## config.mk

```make
export PLATFORM = sky130hd
export DESIGN_NAME = trace_trigger_and_capture_fifo
export DESIGN_NICKNAME = d
export VERILOG_FILES = /design/src/design/trace_pkg.sv /design/src/design/trace_trigger_and_capture_fifo.sv /design/src/design/trace_fifo.sv /design/src/design/trace_match.sv
export SDC_FILE = /design/constraint.sdc
export NUM_CORES = 1
export LEC_CHECK = 0
export BUFFER_PORTS_ARGS = -buffer_cell sky130_fd_sc_hd__buf_4
export CORE_MARGIN = 4
export CORE_UTILIZATION = 45
export CTS_CLUSTER_DIAMETER = 50
export DETAILED_ROUTE_END_ITERATION = 6
export PLACE_DENSITY = 0.68
export SLEW_MARGIN = 20
export SYNTH_ARGS = -nofsm -noshare
export SYNTH_HDL_FRONTEND = slang
export SYNTH_SLANG_ARGS = --single-unit
```

## constraint.sdc

```tcl
create_clock -name clk -period 6.5 [get_ports clk]
set_input_delay 0.325 -clock clk [delete_from_list [all_inputs] [get_ports clk]]
set_output_delay 0.325 -clock clk [all_outputs]
set_load 0.05 [all_outputs]
```

## src/design/trace_pkg.sv

```systemverilog
// Shared constants and types for the trace trigger and capture logic
`default_nettype none
package trace_pkg;
  localparam int ADDR_W = 17;
  localparam int DATA_W = 8;
  localparam int FIFO_DEPTH = 8;
  localparam int PTR_W = 3;
  localparam int CNT_W = 4;
  // Word layout: paged flag, 17-bit address
  localparam int WORD_W = ADDR_W + 1;
  localparam int PAGED_BIT = ADDR_W;
  localparam int LOW_LSB = 0;
  localparam int HIGH_LSB = 8;
  localparam int EXT_LSB = 16;
  localparam int EXT_W = 2;
  localparam logic [ADDR_W-1:0] BRANCH_BACKOFF = 17'h00002;
  localparam logic [CNT_W-1:0] COUNT_FULL = 4'h8;
  localparam logic [CNT_W-1:0] COUNT_ONE = 4'h1;
  localparam logic [PTR_W-1:0] PTR_ONE = 3'h1;
  localparam logic [7:0] BYTE_ZERO = 8'h00;
  localparam int COF_INDIRECT = 1;
  localparam int COF_BRANCH = 0;

  typedef enum logic [3:0] {
    MODE_A_ONLY,
    MODE_A_OR_B,
    MODE_A_THEN_B,
    MODE_EVENT_B,
    MODE_A_THEN_EVENT_B,
    MODE_A_AND_B,
    MODE_A_AND_NOT_B,
    MODE_INSIDE,
    MODE_OUTSIDE
  } trig_mode_e;
endpackage
`default_nettype wire

```

## src/design/trace_trigger_and_capture_fifo.sv

```systemverilog
// Trace trigger, break control and change-of-flow capture top level
// Summary of operation
// - A-only mode sets match_a_flag on every comparator A match.
// - A-or-B mode sets the flag of each comparator that matches.
// - A-then-B compares B only after A matched; each match sets its flag.
// - Event-only-B sets the B flag and always runs begin-type.
// - A-then-event-B waits for A, sets flags, always begin-type.
// - A-and-B sets both flags only on same-cycle address and data match.
// - A-and-not-B sets both flags when A matches and B does not.
// - Full modes, tag breaks in end runs, use comparator A alone.
// - Inside range sets both flags when A <= address <= B.
// - Outside range: A flag below A, B flag above B.
// - End runs capture until trigger; break at trigger if enabled.
// - Begin runs start at trigger; break on FIFO full if enabled.
// - Eight-word FIFO; event modes store data, upper bytes read zero.
// - Indirect flow stores current address; branch stores previous minus two.
// - Begin-armed stores nothing until trigger, stays armed for 8 words.
// - End-armed stores until trigger, then disarms; trigger flow is stored.
// - Event-only modes never run end-type capture.
// - Host reads oldest first when enabled and idle; low read advances.
// - Reading while armed returns oldest entry and does not advance.
// - Profile low-byte read while idle stores current opcode address.
// - Arming clears the A, B and C match flags.
// - Qualify off: match triggers; on: tracking must confirm A except in event and range modes, B only in A-or-B and A-then-B.
`timescale 1ns/1ps
`default_nettype none
module trace_trigger_and_capture_fifo
(
  // Clock and reset
  input wire logic clk,
  input wire logic reset,
  // Configuration
  input wire logic debugEnableBit,
  input wire logic armRequest,
  input wire logic disarmRequest,
  input wire logic beginSelect,
  input wire logic opcodeQualifySelect,
  input wire logic breakRequestEnable,
  input wire logic tagSelect,
  input wire logic profileMode,
  input wire logic [3:0] trigMode,
  // Comparator results
  input wire logic aEq,
  input wire logic bEq,
  input wire logic cEq,
  input wire logic addrGeA,
  input wire logic addrLeB,
  input wire logic addrLtA,
  input wire logic addrGtB,
  input wire logic aExec,
  input wire logic bExec,
  // CPU core
  input wire logic [trace_pkg::ADDR_W-1:0] coreAddr,
  input wire logic corePaged,
  input wire logic [trace_pkg::DATA_W-1:0] coreData,
  input wire logic [1:0] coreCof,
  input wire logic [trace_pkg::ADDR_W-1:0] opcodeAddr,
  input wire logic opcodePaged,
  output logic forceBreak,
  output logic tagBreak,
  // Host read port
  input wire logic readLow,
  output logic [7:0] fifoLowByte,
  output logic [7:0] fifoHighByte,
  output logic [7:0] fifoExtensionByte,
  output logic [trace_pkg::CNT_W-1:0] validWordCount,
  // Status
  output logic captureActiveFlag,
  output logic matchAFlag,
  output logic matchBFlag,
  output logic matchCFlag
);
  import trace_pkg::*;

  logic armed_r, armed_nxt;
  logic triggered_r, triggered_nxt;
  logic aSeen_r, aSeen_nxt;
  logic flagA_r, flagA_nxt, flagB_r, flagB_nxt, flagC_r, flagC_nxt;
  logic runEvent_r, runEvent_nxt;
  logic runBegin_r, runBegin_nxt;
  logic [ADDR_W-1:0] prevAddr_r, prevAddr_nxt;
  logic forceBreak_r, forceBreak_nxt, tagBreak_r, tagBreak_nxt;
  logic [7:0] lowOut_r, lowOut_nxt, highOut_r, highOut_nxt, extOut_r, extOut_nxt;

  logic hitA, hitB, trigger, eventMode;
  logic push, pop, clear, full, armNow, beginType;
  logic [WORD_W-1:0] pushWord, headWord, cofWord;
  logic [CNT_W-1:0] count;
  logic cofAny, breakTrig;

  // Comparator qualification per trigger mode
  trace_match uMatch
  (
    .trigMode(trigMode),
    .opcodeQualify(opcodeQualifySelect),
    .aSeen(aSeen_r),
    .aEq(aEq),
    .bEq(bEq),
    .addrGeA(addrGeA),
    .addrLeB(addrLeB),
    .addrLtA(addrLtA),
    .addrGtB(addrGtB),
    .aExec(aExec),
    .bExec(bExec),
    .hitA(hitA),
    .hitB(hitB),
    .trigger(trigger),
    .eventMode(eventMode)
  );

  // Capture store; overwrites the oldest word once full
  trace_fifo uFifo
  (
    .clk(clk),
    .reset(reset),
    .clear(clear),
    .push(push),
    .pushWord(pushWord),
    .pop(pop),
    .headWord(headWord),
    .count(count),
    .full(full)
  );

  // Event-only modes force begin-type capture
  assign beginType = beginSelect || eventMode;
  assign armNow = armRequest && debugEnableBit;
  assign clear = armNow && !armed_r;
  assign cofAny = coreCof[COF_INDIRECT] || coreCof[COF_BRANCH];

  // Flow address selection
  always_comb
  begin
    // Branch stores point back at the branch, two bytes before last cycle's address
    prevAddr_nxt = coreAddr;
    cofWord = {corePaged, coreAddr};
    if (!coreCof[COF_INDIRECT])
      cofWord = {corePaged, ADDR_W'(prevAddr_r - BRANCH_BACKOFF)};
  end

  // Full modes with tagging in end runs break on A alone
  // Such a tag break never ends the run; only the trigger does
  always_comb
  begin
    breakTrig = trigger;
    if (tagSelect && !runBegin_r &&
        ((trig_mode_e'(trigMode) == MODE_A_AND_B) ||
         (trig_mode_e'(trigMode) == MODE_A_AND_NOT_B)))
      breakTrig = aEq && (!opcodeQualifySelect || aExec);
  end

  // One store source per cycle: a live run, or a profile read while idle
  always_comb
  begin
    push = 1'b0;
    pushWord = cofWord;
    pop = 1'b0;
    if (armed_r)
    begin
      if (runEvent_r)
      begin
        // Event words keep the high and extension bytes at zero
        pushWord = {2'b00, BYTE_ZERO, coreData};
        push = hitB && (triggered_r || trigger) && !full;
      end
      else if (runBegin_r)
        push = cofAny && (triggered_r || trigger) && !full;
      else
        push = cofAny;
    end
    else if (readLow && debugEnableBit)
    begin
      if (profileMode)
      begin
        push = 1'b1;
        pushWord = {opcodePaged, opcodeAddr};
      end
      else
        pop = 1'b1;
    end
  end

  // Arming wins over any flag set in the same cycle; flags only move while armed
  always_comb
  begin
    armed_nxt = armed_r;
    triggered_nxt = triggered_r;
    aSeen_nxt = aSeen_r;
    runEvent_nxt = runEvent_r;
    runBegin_nxt = runBegin_r;
    flagA_nxt = flagA_r;
    flagB_nxt = flagB_r;
    flagC_nxt = flagC_r;
    forceBreak_nxt = 1'b0;
    tagBreak_nxt = 1'b0;
    if (clear)
    begin
      armed_nxt = 1'b1;
      triggered_nxt = 1'b0;
      aSeen_nxt = 1'b0;
      runEvent_nxt = eventMode;
      runBegin_nxt = beginType;
      flagA_nxt = 1'b0;
      flagB_nxt = 1'b0;
      flagC_nxt = 1'b0;
    end
    else if (armed_r)
    begin
      flagA_nxt = flagA_r || hitA;
      flagB_nxt = flagB_r || hitB;
      flagC_nxt = flagC_r || cEq;
      aSeen_nxt = aSeen_r || hitA;
      if (trigger)
        triggered_nxt = 1'b1;
      // Begin runs end on the eighth store, not on the trigger
      if (runBegin_r)
      begin
        if (full || (push && (count == COUNT_FULL - COUNT_ONE)))
        begin
          armed_nxt = 1'b0;
          forceBreak_nxt = breakRequestEnable;
        end
      end
      else if (trigger || breakTrig)
      begin
        if (trigger)
          armed_nxt = 1'b0;
        tagBreak_nxt = breakRequestEnable && tagSelect && breakTrig;
        forceBreak_nxt = breakRequestEnable && !tagSelect && trigger;
      end
      // A host abort ends the run with no break request
      if (disarmRequest || !debugEnableBit)
        armed_nxt = 1'b0;
    end
  end

  // Output bytes are registered; armed reads show head without shifting
  always_comb
  begin
    lowOut_nxt = headWord[LOW_LSB +: 8];
    highOut_nxt = headWord[HIGH_LSB +: 8];
    extOut_nxt = {6'h00, headWord[PAGED_BIT], headWord[EXT_LSB]};
    if (runEvent_r)
    begin
      highOut_nxt = BYTE_ZERO;
      extOut_nxt = BYTE_ZERO;
    end
  end

  // Registers only; every decision sits in the blocks above
  always_ff @(posedge clk or posedge reset)
  begin
    if (reset)
    begin
      armed_r <= 1'b0;
      triggered_r <= 1'b0;
      aSeen_r <= 1'b0;
      runEvent_r <= 1'b0;
      runBegin_r <= 1'b0;
      flagA_r <= 1'b0;
      flagB_r <= 1'b0;
      flagC_r <= 1'b0;
      prevAddr_r <= '0;
      forceBreak_r <= 1'b0;
      tagBreak_r <= 1'b0;
      lowOut_r <= '0;
      highOut_r <= '0;
      extOut_r <= '0;
    end
    else
    begin
      armed_r <= armed_nxt;
      triggered_r <= triggered_nxt;
      aSeen_r <= aSeen_nxt;
      runEvent_r <= runEvent_nxt;
      runBegin_r <= runBegin_nxt;
      flagA_r <= flagA_nxt;
      flagB_r <= flagB_nxt;
      flagC_r <= flagC_nxt;
      prevAddr_r <= prevAddr_nxt;
      forceBreak_r <= forceBreak_nxt;
      tagBreak_r <= tagBreak_nxt;
      lowOut_r <= lowOut_nxt;
      highOut_r <= highOut_nxt;
      extOut_r <= extOut_nxt;
    end
  end

  // Outputs come straight from flip-flops or the FIFO count register
  assign captureActiveFlag = armed_r;
  assign matchAFlag = flagA_r;
  assign matchBFlag = flagB_r;
  assign matchCFlag = flagC_r;
  assign forceBreak = forceBreak_r;
  assign tagBreak = tagBreak_r;
  assign fifoLowByte = lowOut_r;
  assign fifoHighByte = highOut_r;
  assign fifoExtensionByte = extOut_r;
  assign validWordCount = count;
endmodule
`default_nettype wire

```

## src/design/trace_fifo.sv

```systemverilog
// Eight-word capture store with count and read-out shifting
`timescale 1ns/1ps
`default_nettype none
module trace_fifo
(
  // Clock and reset
  input wire logic clk,
  input wire logic reset,
  // Control
  input wire logic clear,
  input wire logic push,
  input wire logic [trace_pkg::WORD_W-1:0] pushWord,
  input wire logic pop,
  // State
  output logic [trace_pkg::WORD_W-1:0] headWord,
  output logic [trace_pkg::CNT_W-1:0] count,
  output logic full
);
  import trace_pkg::*;

  logic [WORD_W-1:0] mem_r [FIFO_DEPTH];
  logic [WORD_W-1:0] mem_nxt [FIFO_DEPTH];
  logic [PTR_W-1:0] wrPtr_r, wrPtr_nxt, rdPtr_r, rdPtr_nxt;
  logic [CNT_W-1:0] count_r, count_nxt;

  assign full = (count_r == COUNT_FULL);
  assign count = count_r;
  assign headWord = mem_r[rdPtr_r];

  genvar gi;
  generate
    for (gi = 0; gi < FIFO_DEPTH; gi++)
    begin : gEntry
      always_comb
      begin
        mem_nxt[gi] = mem_r[gi];
        if (push && (wrPtr_r == PTR_W'(gi)))
          mem_nxt[gi] = pushWord;
      end
      always_ff @(posedge clk or posedge reset)
      begin
        if (reset)
          mem_r[gi] <= '0;
        else
          mem_r[gi] <= mem_nxt[gi];
      end
    end
  endgenerate

  always_comb
  begin
    wrPtr_nxt = wrPtr_r;
    rdPtr_nxt = rdPtr_r;
    count_nxt = count_r;
    if (clear)
    begin
      wrPtr_nxt = '0;
      rdPtr_nxt = '0;
      count_nxt = '0;
    end
    else
    begin
      if (pop)
        rdPtr_nxt = rdPtr_r + PTR_ONE;
      if (push)
      begin
        wrPtr_nxt = wrPtr_r + PTR_ONE;
        if (full)
          rdPtr_nxt = wrPtr_r + PTR_ONE;
        else
          count_nxt = count_r + COUNT_ONE;
      end
    end
  end

  always_ff @(posedge clk or posedge reset)
  begin
    if (reset)
    begin
      wrPtr_r <= '0;
      rdPtr_r <= '0;
      count_r <= '0;
    end
    else
    begin
      wrPtr_r <= wrPtr_nxt;
      rdPtr_r <= rdPtr_nxt;
      count_r <= count_nxt;
    end
  end
endmodule
`default_nettype wire

```

## src/design/trace_match.sv

```systemverilog
// Trigger evaluator: per-mode comparator qualification into hit strobes
`timescale 1ns/1ps
`default_nettype none
module trace_match
(
  // Mode and qualifiers
  input wire logic [3:0] trigMode,
  input wire logic opcodeQualify,
  input wire logic aSeen,
  // Raw comparator results
  input wire logic aEq,
  input wire logic bEq,
  input wire logic addrGeA,
  input wire logic addrLeB,
  input wire logic addrLtA,
  input wire logic addrGtB,
  input wire logic aExec,
  input wire logic bExec,
  // Results
  output logic hitA,
  output logic hitB,
  output logic trigger,
  output logic eventMode
);
  import trace_pkg::*;

  logic qa, qb;

  always_comb
  begin
    // Opcode tracking qualifies A outside event and range modes, and B only in A-or-B and A-then-B
    qa = aEq && (!opcodeQualify || aExec);
    qb = bEq && (!opcodeQualify || bExec);
    hitA = 1'b0;
    hitB = 1'b0;
    trigger = 1'b0;
    eventMode = 1'b0;
    unique case (trig_mode_e'(trigMode))
      MODE_A_ONLY:
      begin
        hitA = qa;
        trigger = qa;
      end
      MODE_A_OR_B:
      begin
        hitA = qa;
        hitB = qb;
        trigger = qa || qb;
      end
      MODE_A_THEN_B:
      begin
        hitA = qa;
        hitB = aSeen && qb;
        trigger = hitB;
      end
      MODE_EVENT_B:
      begin
        eventMode = 1'b1;
        hitB = bEq;
        trigger = hitB;
      end
      MODE_A_THEN_EVENT_B:
      begin
        eventMode = 1'b1;
        hitA = aEq;
        hitB = aSeen && bEq;
        trigger = hitB;
      end
      MODE_A_AND_B:
      begin
        hitA = qa && bEq;
        hitB = qa && bEq;
        trigger = hitA;
      end
      MODE_A_AND_NOT_B:
      begin
        hitA = qa && !bEq;
        hitB = qa && !bEq;
        trigger = hitA;
      end
      MODE_INSIDE:
      begin
        hitA = addrGeA && addrLeB;
        hitB = addrGeA && addrLeB;
        trigger = hitA;
      end
      MODE_OUTSIDE:
      begin
        hitA = addrLtA;
        hitB = addrGtB;
        trigger = hitA || hitB;
      end
      // Unused codes never trigger
      default:
      begin
        trigger = 1'b0;
      end
    endcase
  end
endmodule
`default_nettype wire

```

Word level (Yosys, flattened, before mapping)
Index checks and enable logic that the tools add are counted.
{"block": "op_classes", "add_sub_neg": 4, "reduce_logical": 60, "n_eq_ne": 18, "order_cmp": 1, "n_bitwise": 1, "muxes": 59}
{"operator": "$mux 18", "count": 6}
{"operator": "$bmux 18 s3", "count": 1}
{"operator": "$mux 1", "count": 37}
{"operator": "$logic_and 1x1->1", "count": 29}
{"operator": "$eq 4x3->1 const B", "count": 5}
{"operator": "$mux 3", "count": 6}
{"operator": "$mux 17", "count": 1}
{"operator": "$sub 17x2->17 const B", "count": 1}
{"operator": "$logic_or 1x1->1", "count": 15}
{"operator": "$eq 3x3->1 const B", "count": 4}
{"operator": "$mux 4", "count": 3}
{"operator": "$pmux 1 s9", "count": 1}
{"operator": "$eq 4x2->1 const B", "count": 2}
{"operator": "$eq 4x4->1 const B", "count": 2}
{"operator": "$mux 8", "count": 1}
{"operator": "$pmux 1 s8", "count": 1}
{"operator": "$logic_not 1->1", "count": 7}
{"operator": "$add 3x1->3 const B", "count": 2}
{"operator": "$eq 3x2->1 const B", "count": 2}
{"operator": "$pmux 1 s6", "count": 1}
{"operator": "$reduce_bool 2->1", "count": 3}
{"operator": "$add 4x1->4 const B", "count": 1}
{"operator": "$eq 4x1->1 const B", "count": 1}
{"operator": "$ge 4x4->1 const B", "count": 1}
{"operator": "other kinds (9)", "count": 10}
{"block": "totals", "wordCells": 168, "reg_bits": 205, "in_bits": 70}

Depth between registers and ports, before layout
Gate-level depths: netlist (run 1).
{"block": "logic_depth", "word_depth": 18, "mapped_depth": 10, "ltp_nobuf": 8}

Hierarchy
From an unflattened synthesis (run 1), not the netlist that was laid out.
{"block": "hier_totals", "hier_cells": 688, "hier_area_um2": 9608.0}
{"mod": "trace_fifo", "instances": 1, "area_per_inst_um2": 7136.8, "seq_area_each_um2": 3853.7, "cells_per_inst": 432}
{"mod": "trace_trigger_and_capture_fifo", "instances": 1, "area_per_inst_um2": 2213.4, "seq_area_each_um2": 1126.1, "cells_per_inst": 221}
{"mod": "trace_match", "instances": 1, "area_per_inst_um2": 257.7, "seq_area_each_um2": 0.0, "cells_per_inst": 35}

Worst setup path before layout (run 1)
OpenSTA, ideal clock, no wires.
{"block": "synth_path", "path_kind": "register to register", "from": "register armed_r (netlist: captureActiveFlag)", "to": "register uFifo.mem_r[126] (netlist name)", "arrival_ns": 2.564, "setup_ns": 0.125, "path_stages_with_launch": 10, "required_time_ns": 6.375, "period_less_slack_ns": 2.689, "path_slack_ns": 3.811, "cell_sequence": "dfrtp_1 -> nor2b_1 -> and3_1 -> clkbuf_1 -> or2_1 -> a21oi_2 -> buf_6 -> a21oi_4 -> buf_12 -> mux2_4"}
{"block": "synth_via", "elab_chain_len": 2, "word_cells_on_any_way": 3, "classes_between": "mux (2); reduce/logical (1)"}
{"element": "from (decl)", "line_no": "trace_trigger_and_capture_fifo.sv:75", "text": "logic armed_r, armed_nxt;"}
{"element": "from (signal assigned)", "line_no": "trace_trigger_and_capture_fifo.sv:272", "text": "armed_r <= armed_nxt;"}
{"element": "$mux 1", "line_no": "trace_trigger_and_capture_fifo.sv:158", "text": "if (armed_r)"}
{"element": "$logic_and 1x1->1", "line_no": "trace_fifo.sv:37", "text": "if (push && (wrPtr_r == PTR_W'(gi)))"}
{"element": "to (signal, indexed assignment)", "line_no": "trace_fifo.sv:45", "text": "mem_r[gi] <= mem_nxt[gi];"}
{"element": "to (decl)", "line_no": "trace_fifo.sv:21", "text": "logic [WORD_W-1:0] mem_r [FIFO_DEPTH];"}
Several ways; a longest one is shown, not always the timed one.
A chain may end at the register's enable or synchronous reset.

Final worst setup path (run 1)
{"block": "layout_path", "from": "register armed_r (netlist: captureActiveFlag)", "to": "register uFifo.mem_r[138] (netlist name)"}
Same word-level chain as after synthesis.

==> flow_summary_export.csv, run 1 <==
group,metric,value,unit
min_path,hp-class,"input port to flop",
critical_path,worst_r2r_endpoint,"uFifo.mem_r[138]",
logic_synthesis,synth_enable_flop_cells,0,
floorplan,die_area,0.02435,mm2
timing,max_freq,0.2972,GHz
critical_path,critPathRequiredTime,6820,ps
power,power.leakage,5.009,nW
timing,finalSetupTns,0,ps
power,p_per_area,408.1,mW/mm2
clock_network,clk_path_buf_depth,2,
placement,place_hpwl,14910,um
logic_synthesis,syn_inst,732,
drt,drc,0,
timing,slew_viol_final,0,
logic_synthesis,synth_top_family_by_area,"multiplexers",
timing,period_needed,3365,ps
critical_path,ff2ff_setup_slack,3140,ps
final_layout,diodes,0,
power,max-vdd-ir-drop,0.2025,mV
drt,vias,6172,
timing,fin_crit_sh,51.77,%
timing,tightest_slew,1046,ps
logic_synthesis,synth_xor_area_share,1.243,%
global_route,grt_pass1_vias,6460,
drt,routedWlPerCell,19.82,um
power,pwr-share-clk,23.7,%
timing,setup_viol,0,
floorplan,coreArea,0.02129,mm2
critical_path,startpoint_type,"flop",
clock_network,tritoncts,"done",
min_path,worstHoldEndpoint,"prevAddr_r[14]",
clock_network,cts_sinks,199,
timing,rsz0062_at_grt,"false",
clock_network,clkSlewWorstSetupHoldPaths,70,ps
drt,firstDrtPassIters,4,
power,p_seq_share,42.8,%
global_route,grt_pass1_wl,36010,um
timing,skew,13.30,ps
clock_network,numCtsBuffers,17,
clock_network,cts_setup_buffers,0,
placement,gp_congestion,0.8849,
logic_synthesis,netlist_area,0.009862,mm2
clock_network,insertion_delay,440,ps
global_route,grt.total_usage,18.98,%
critical_path,crit_type,"flop to flop",
min_path,hold-path-cell-count,1,
critical_path,rr_worst_depth,7,
power,pwr-share-comb,33.4,%
drt,vias_per_cell,5.550,
drt,drt-initial-drc-count,360,
placement,dp.cells,1071,
drt,ant_nets,0,
logic_synthesis,synth-simple-area-share,7.359,%
outcome,status,"finished, final reports clean",
floorplan,ioPinCount,104,
critical_path,rr_startpoint,"captureActiveFlag",
logic_synthesis,synth-seq-area-share,50.49,%
critical_path,cp_max_fo,24,
critical_path,arrival,3680,ps
flow_run,maxCapViolations,0,
final_layout,finalNetCount,904,
final_layout,final_cell_mix,"dfrtp_1, buf_4, mux2_2",
logic_synthesis,synth_cell_types,65,
final_layout,regArea,0.004985,mm2
logic_synthesis,synth_warnings,0,
clock_network,h-tree-depth,4,
power,internal_power,0.003174,W
logic_synthesis,synth_flop_cell,"dfrtp_1",
power,p_sw_share,31.82,%
power,netSwitchingPower,0.001481,W
floorplan,die_h,156.0,um
clock_network,root_buffer,"clkbuf_16",
placement,post-place-ws,3142,ps
global_route,antenna_found_initial,0,
logic_synthesis,ys_seq_elements,199,
final_layout,final_cells,1112,
drt,routed_wl,22040,um
global_route,grt_overflow_total,0,
final_layout,multi_input_area,0.004494,mm2
min_path,hp-start,"coreAddr[14]",
logic_synthesis,muxShareOfSynthArea,28.42,%
floorplan,die_x,156.0,um
final_layout,layout_commonest_cell,"dfrtp_1",
logic_synthesis,synth_area_per_cell,13.47,um2
critical_path,cp-end-kind,"flop",
final_layout,fillers,1809,
logic_synthesis,synth_compound_area_share,7.054,%
floorplan,rows,53,
timing,finalHoldViolations,0,
global_route,grt_max_degree,124,
timing,worst_slack,3135,ps
final_layout,area_growth,15.68,%
timing,relSlewSlack,29.53,%
logic_synthesis,synthArstFlopShare,100.0,%
floorplan,start_util,46.33,%
final_layout,drive_gt1_share,38.11,%
placement,io_buffer_count,97,
logic_synthesis,synth_adder_area_share,1.269,%
==> cells by family after synthesis <==
logic type | after synthesis
AOI/OAI and AO/OA | 93
xor gates and xnor gates | 14
adders and majority gates | 10
buffers and inverters | 71
DFF | 199
muxes | 206
other | 1
and+or+nand+nor | 138
==> state kept, by name, summed over array words and instances (netlist names), 2 cells and up <==
| name | count |
|---|---|
| fifoHighByte | 8 |
| uFifo.wrPtr_r | 3 |
| fifoLowByte | 8 |
| prevAddr_r | 17 |
| uFifo.rdPtr_r | 3 |
| uFifo.mem_r | 144 |
| uFifo.count | 4 |
| fifoExtensionByte | 2 |
==> metrics by stage <==
step | power, W | cell area, um2 | utilization (%) | hold WS, ps
after global routing | 0.004929 | 11410 | 53.59 | 4.300
after floorplan | 0.003165 | 9881 | - | 356.4
after global placement | 0.003533 | 10700 | 50.24 | 443.5
after detailed placement | 0.003577 | 10700 | 50.24 | 443.0
final | 0.004656 | 11410 | 53.59 | 21.24
after CTS | 0.004706 | 11410 | 53.58 | 1.004
==> worst max-delay path, stage by stage, from the launching register on <==
cell and delay (ps):
dfrtp_1 520, nor2b_1 300, and3_1 760, or2_1 240, a21oi_2 40, buf_4 220
a21oi_4 740, mux2_2 410
==> how the worst max path moves through the flow <==
stage / startpoint / cells past startpoint / slack, ps / end
global placement: captureActiveFlag / 7 / 3210 / uFifo.mem_r[135]
finish: captureActiveFlag / 7 / 3140 / uFifo.mem_r[138]
floorplan: reset / 1 / 750 / aSeen_r
CTS: captureActiveFlag / 7 / 3130 / uFifo.mem_r[138]
detailed placement: captureActiveFlag / 7 / 3140 / uFifo.mem_r[141]
global route: captureActiveFlag / 7 / 2900 / uFifo.mem_r[91]
==> timing repair <==
item,in CTS,in global routing
hold buffers,9,0
endpoints found under the hold margin,9,0
gates resized for setup,0,0
==> synth_stat cells, drive strengths merged, types with 5 or more instances <==
cell type	n	share of area (%)
xor2	8	0.71
mux2	136	17
nor2b	5	0.32
nor3	13	0.66
dfrtp	199	50
mux4	36	8.2
nand2	34	1.3
mux2i	34	3.5
a22oi	8	0.61
nand2b	5	0.32
nand3	16	0.81
a21oi	29	2.2
a211oi	7	0.53
buf	24	2.3
xnor2	6	0.53
o21ai	18	0.91
ha	10	1.3
clkbuf	18	0.69
inv	29	1.1
nor2	29	1.1
==> layout make-up <==
type                       instances  share of cell area [%]
timing repair buffer             110                   7.436
inverter                          29                   1.020
clock buffer                      21                   4.036
tap                              275                   3.016
clock inverter                    11                   1.404
sequential                       199                   43.69
multi-input combinational        467                   39.39
==> power by group through the flow <==
stage	clock, W	combinational [W]	sequential (W)
6_report	0.00111	0.00156	0.00199
5_1_grt	0.00119	0.00169	0.00205
4_1_cts	0.00113	0.00158	0.00199
3_5_place_dp	0	0.00157	0.00201
3_3_place_gp	0	0.00153	0.00200
2_1_floorplan	0	0.00106	0.00211
==> per-layer routing <==
layer  routed length (um)  GRT usage [%]
met5                    0              0
met3                 1059          3.523
met4                  433          6.086
met2                10320          29.56
met1                10230          27.13
No activity file was read; power rests on OpenSTA's default activity.
==> run 2: changes to the inputs <==
--- a/config.mk
+++ b/config.mk
@@ -10,7 +10,7 @@
 export CORE_UTILIZATION = 45
 export CTS_CLUSTER_DIAMETER = 50
 export DETAILED_ROUTE_END_ITERATION = 6
-export PLACE_DENSITY = 0.68
+export PLACE_DENSITY = 0.7
 export SLEW_MARGIN = 20
 export SYNTH_ARGS = -nofsm -noshare
 export SYNTH_HDL_FRONTEND = slang
==> constraint.sdc (replaced) <==
create_clock -name clk -period 2.9 [get_ports clk]
set_input_delay 0.145 -clock clk [delete_from_list [all_inputs] [get_ports clk]]
set_output_delay 0.145 -clock clk [all_outputs]
set_load 0.05 [all_outputs]
==> flow_summary_export.csv, run 2 (synthesized netlist as in run 1, its figures left out) <==
group,metric,value,unit
timing,period_needed,2650,ps
timing,rsz0062_at_grt,"false",
final_layout,reg.largest.list,"uFifo.mem_r (144), prevAddr_r (17)",
global_route,grt_pass1_vias,6904,
timing,setup_viol,0,
power,max-vdd-ir-drop,0.4920,mV
critical_path,path_cells,"nor2b_1 > and3_1 > buf_4 > or3_1 > o21ai_0 > mux2_2",
timing,relSlewSlack,35.09,%
power,power.leakage,5.231,nW
timing,finalHoldViolations,0,
clock_network,clkSlewWorstSetupHoldPaths,70,ps
floorplan,die_x,156.0,um
critical_path,arrival,3020,ps
final_layout,final_cell_mix,"dfrtp_1, buf_4, mux2_2",
critical_path,cp_max_fo,23,
critical_path,critPathRequiredTime,3270,ps
drt,ant_nets,0,
clock_network,clk_path_buf_depth,2,
clock_network,tritoncts,"done",
timing,tightest_slew,963.5,ps
global_route,grt.total_usage,20.03,%
critical_path,startpoint_type,"flop",
global_route,grt_max_degree,61,
drt,firstDrtPassIters,5,
placement,io_buffer_count,97,
drt,routed_wl,23360,um
floorplan,die_h,156.0,um
floorplan,rows,53,
floorplan,die_area,0.02435,mm2
final_layout,drive_gt1_share,39.98,%
timing,fin_crit_sh,91.39,%
clock_network,root_buffer,"clkbuf_16",
floorplan,coreArea,0.02129,mm2
final_layout,area_growth,20.59,%
critical_path,critical-path-max-stage-delay,790,ps
floorplan,start_util,46.33,%
clock_network,cts_sinks,199,
min_path,hp-class,"input port to flop",
timing,max_freq,0.3773,GHz
final_layout,largest_reg_flops,144,
drt,vias,6449,
global_route,grt_pass1_wl,37990,um
final_layout,top_register,"uFifo.mem_r",
timing,slew_viol_final,0,
final_layout,diodes,0,
placement,place_hpwl,15490,um
final_layout,finalNetCount,950,
placement,gp_congestion,0.8635,
floorplan,ioPinCount,104,
timing,finalSetupTns,0,ps
drt,vias_per_cell,5.569,
power,p_per_area,876.0,mW/mm2
final_layout,utilization,55.87,%
final_layout,layout_commonest_cell,"dfrtp_1",
clock_network,insertion_delay,430,ps
flow_run,maxCapViolations,0,
drt,drt-initial-drc-count,426,
critical_path,cp_slowest_cell,"o21ai_0",
global_route,grt_overflow_total,0,
outcome,status,"finished, final reports clean",
drt,routedWlPerCell,20.17,um
global_route,antenna_found_initial,0,
timing,skew,9.913,ps
clock_network,h-tree-depth,4,
critical_path,crit_type,"flop to flop",
drt,drc,0,
clock_network,numCtsBuffers,17,
critical_path,cp-end-kind,"flop",
[run 2: metrics by stage]
step	total power [W]	cells	worst slack [ps]	area (um2)	hold slack, ps
3_3_place_gp	0.008009	1103	247.8	11080	221.2
5_1_grt	0.01102	1158	45.91	11890	124.9
3_5_place_dp	0.008115	1103	184.3	11080	225.3
4_1_cts	0.01051	1158	164.0	11890	76.06
2_1_floorplan	0.007096	737	180.7	9884	176.4
6_report	0.01042	1158	249.6	11890	88.33
[run 2: layout make-up]
cell class	instances	area [um2]
Clock buffer	18	439.2
Sequential cell	199	4982
Tap cell	275	344.1
Inverter	29	112.6
Multi-Input combinational cell	467	4494
Fill cell	1735	9394
Clock inverter	14	141.4
Timing Repair Buffer	156	1379
[run 2: critical path: cells and delay by family, from the launching register on]
kind,cells,cell delay (ps)
buf+inv,1,220
flops,1,510
mux,1,300
compound gates,1,790
simple gates,3,750
[run 2: report_power, final]
part | leakage (nW) | switching [W] | internal (W)
clock network | 0.266 | 0.00110 | 0.00123
logic | 2.48 | 0.00171 | 0.00197
registers | 2.48 | 0.000585 | 0.00383
total | 5.23 | 0.00339 | 0.00702
[run 2: worst paths after layout]
kind | startpoint | endpoint | slack, ps | cells past startpoint
worst max-delay path | captureActiveFlag | uFifo.mem_r[14] | 250 | 6
worst min-delay path | trigMode[3] | runEvent_r | 90 | 4
worst min register to register | uFifo.mem_r[57] | uFifo.mem_r[57] | 490 | 1
max in group asynchronous | reset | uFifo.mem_r[82] | 1670 | 5
min in group asynchronous | reset | runEvent_r | 320 | 3
worst max register to register | captureActiveFlag | uFifo.mem_r[14] | 250 | 6
[run 2: timing repair]
item,CTS,global route
hold buffers,23,0
gates resized for setup,0,1
endpoints found under the hold margin,40,0
endpoints found under the setup margin,0,5
setup buffers,0,0
[run 2: layer usage]
layer | GRT usage [%] | vias up | routed length (um)
met5 | 0 | - | 0
met1 | 27.93 | 3325 | 10730
met2 | 32.74 | 159 | 11130
li1 | - | 2935 | -
met4 | 5.502 | 0 | 407
met3 | 3.273 | 30 | 1088
==> run 3: changes to the inputs <==
--- a/config.mk
+++ b/config.mk
@@ -5,12 +5,13 @@
 export SDC_FILE = /design/constraint.sdc
 export NUM_CORES = 1
 export LEC_CHECK = 0
+export ABC_AREA = 1
 export BUFFER_PORTS_ARGS = -buffer_cell sky130_fd_sc_hd__buf_4
 export CORE_MARGIN = 4
 export CORE_UTILIZATION = 45
 export CTS_CLUSTER_DIAMETER = 50
 export DETAILED_ROUTE_END_ITERATION = 6
-export PLACE_DENSITY = 0.7
+export PLACE_DENSITY = 0.66
 export SLEW_MARGIN = 20
 export SYNTH_ARGS = -nofsm -noshare
 export SYNTH_HDL_FRONTEND = slang
==> flow_summary_export.csv, run 3 <==
group,metric,value,unit
placement,place_hpwl,15340,um
timing,rsz0062_at_grt,"false",
drt,vias,8045,
logic_synthesis,synth-simple-area-share,19.86,%
logic_synthesis,ys_seq_elements,199,
logic_synthesis,synth_xor_area_share,0.8369,%
floorplan,die_area,0.02331,mm2
global_route,use_met2,35.38,%
timing,max_freq,0.4029,GHz
clock_network,clk_path_buf_depth,2,
logic_synthesis,synth.area.top_cells,"dfrtp_1, o21ai_0, nand2_1, nor2_1, a21oi_1",
drt,routed_wl,24560,um
logic_synthesis,synth-seq-area-share,52.87,%
clock_network,tritoncts,"done",
min_path,hp-class,"input port to flop",
drt,vias_per_cell,5.282,
timing,skew,10.90,ps
logic_synthesis,synth_adder_area_share,1.328,%
logic_synthesis,yosysMostFrequentCell,"nand2_1",
timing,finalSetupTns,0,ps
timing,period_needed,2482,ps
logic_synthesis,muxShareOfSynthArea,0,%
power,power.leakage,5.388,nW
floorplan,coreArea,0.02043,mm2
power,max-vdd-ir-drop,0.5563,mV
final_layout,regArea,0.004981,mm2
drt,routedWlPerCell,16.13,um
logic_synthesis,synth_flop_cell,"dfrtp_1",
final_layout,layout_commonest_cell,"nand2_1",
logic_synthesis,yosys.area.top_type_share,52.87,%
critical_path,path_buf_inv,2,
floorplan,start_util,46.10,%
floorplan,rows,52,
final_layout,finalNetCount,1320,
critical_path,critPathRequiredTime,3180,ps
logic_synthesis,synth_cell_types,43,
power,p_per_area,947.9,mW/mm2
logic_synthesis,synthArstFlopShare,100.0,%
global_route,grt.met3_usage,3.579,%
drt,drc,0,
global_route,grt_max_degree,119,
power,p_total,0.01065,W
final_layout,fillers,1886,
critical_path,cp_max_fo,33,
critical_path,path_cells,"inv_2 > nand2_1 > o21ai_0 > inv_1 > nand2_4 > nand2_2 > o21ai_0",
logic_synthesis,synth_enable_flop_cells,0,
critical_path,startpoint_type,"flop",
logic_synthesis,syn_inst,1137,
critical_path,critPathTopFamily,"simple AND/OR/NAND/NOR gates",
timing,finalHoldViolations,0,
clock_network,numCtsBuffers,17,
final_layout,reg.largest.list,"uFifo.mem_r (144), prevAddr_r (17)",
final_layout,diodes,0,
final_layout,final_cell_mix,"nand2_1, o21ai_0, dfrtp_1",
critical_path,cp_common_cell,"o21ai_0",
floorplan,die_x,152.7,um
clock_network,root_buffer,"clkbuf_16",
clock_network,cts_setup_buffers,0,
final_layout,top_register,"uFifo.mem_r",
global_route,antenna_found_initial,0,
final_layout,area_growth,19.33,%
logic_synthesis,synth_warnings,0,
critical_path,crit_type,"flop to flop",
critical_path,cp_slowest_cell,"dfrtp_1",
flow_run,maxCapViolations,0,
logic_synthesis,synth_compound_area_share,18.66,%
drt,drt-initial-drc-count,676,
logic_synthesis,synth_commonest_cells,"nand2_1, o21ai_0, dfrtp_1",
outcome,status,"finished, final reports clean",
clock_network,cts_sinks,199,
drt,ant_nets,0,
critical_path,arrival,2760,ps
floorplan,die_h,152.7,um
placement,gp_congestion,0.8512,
timing,relSlewSlack,42.12,%
critical_path,cp-end-kind,"flop",
final_layout,multi_input_area,0.003855,mm2
critical_path,critical-path-max-stage-delay,570,ps
global_route,grt_pass1_vias,7939,
clock_network,insertion_delay,430,ps
clock_network,clkSlewWorstSetupHoldPaths,70,ps
logic_synthesis,netlist_area,0.009419,mm2
global_route,grt_pass1_wl,40700,um
logic_synthesis,yosys.area.top_type,"dfrtp_1",
floorplan,ioPinCount,104,
clock_network,cts_resized,0,
final_layout,largest_reg_flops,144,
placement,post-place-ws,464.1,ps
global_route,use_met1,29.07,%
global_route,grt_overflow_total,0,
logic_synthesis,synth_top_family_by_area,"simple AND/OR/NAND/NOR gates",
clock_network,h-tree-depth,4,
drt,firstDrtPassIters,7,
timing,setup_viol,0,
final_layout,utilization,55.02,%
global_route,grt.total_usage,21.36,%
global_route,grt_most_used_layer,"met2",
placement,io_buffer_count,97,
timing,slew_viol_final,0,
timing,tightest_slew,859.1,ps
timing,fin_crit_sh,85.59,%
logic_synthesis,synth_area_per_cell,8.284,um2
final_layout,drive_gt1_share,14.53,%
timing,worst_slack,417.8,ps
run 3: worst reg2reg max path, stage by stage, from the launching register on:
cell and delay [ps]:
dfrtp_1 570, inv_2 110, nand2_1 390, o21ai_0 170, inv_1 120, nand2_4 190, nand2_2 570, o21ai_0 220
run 3: timing repair:
item / CTS / global route
endpoints found under the hold margin: 36 / 0
hold buffers: 22 / 0
setup endpoints to repair: 0 / 0
run 3: kinds of logic after synthesis:
logic type | count (synthesis)
other cells | 1
flops | 199
xor+xnor | 9
fa+ha+maj | 10
simple gates | 455
compound gates | 327
buf+inv | 136
run 3: stage by stage:
step / hold slack, ps / std cells / cell area [um2]
floorplan: 176.4 / 1142 / 9442
global placement: 176.2 / 1469 / 10390
detailed placement: 188.8 / 1469 / 10390
global route: 88.06 / 1523 / 11240
CTS: 42.89 / 1523 / 11240
finish: 52.14 / 1523 / 11240
run 3: path summary, 6_finish.rpt:
path,from,endpoint,slack (ps),cells after the start
setup reg to reg,captureActiveFlag,uFifo.mem_r[84],420,7
hold reg to reg,uFifo.mem_r[13],uFifo.mem_r[13],480,2
setup / recovery,captureActiveFlag,uFifo.mem_r[84],420,7
min in group asynchronous,reset,prevAddr_r[11],280,3
hold / removal,tagSelect,tagBreak,50,5
max in group asynchronous,reset,uFifo.mem_r[89],1670,4
run 3: layout make-up:
type                       instances  area share (%)
inverter                          69           2.338
clock buffer                      21           4.275
timing repair buffer             146           10.46
sequential                       199           44.32
clock inverter                    11           1.302
tap                              270           3.006
multi-input combinational        807           34.30
run 3: layer usage:
layer | part of all wire [%] | vias to the layer above | wire [um]
met5 | 0 | - | 0
met2 | 49 | 219 | 11980
met3 | 4.5 | 25 | 1111
met4 | 1.9 | 0 | 478
met1 | 45 | 3832 | 10990
li1 | - | 3969 | -
run 3: power by group:
group | switching (W) | leakage (nW) | internal (W)
combinational | 0.00247 | 2.58 | 0.00131
clock | 0.00105 | 0.293 | 0.00145
sequential | 0.000545 | 2.51 | 0.00383
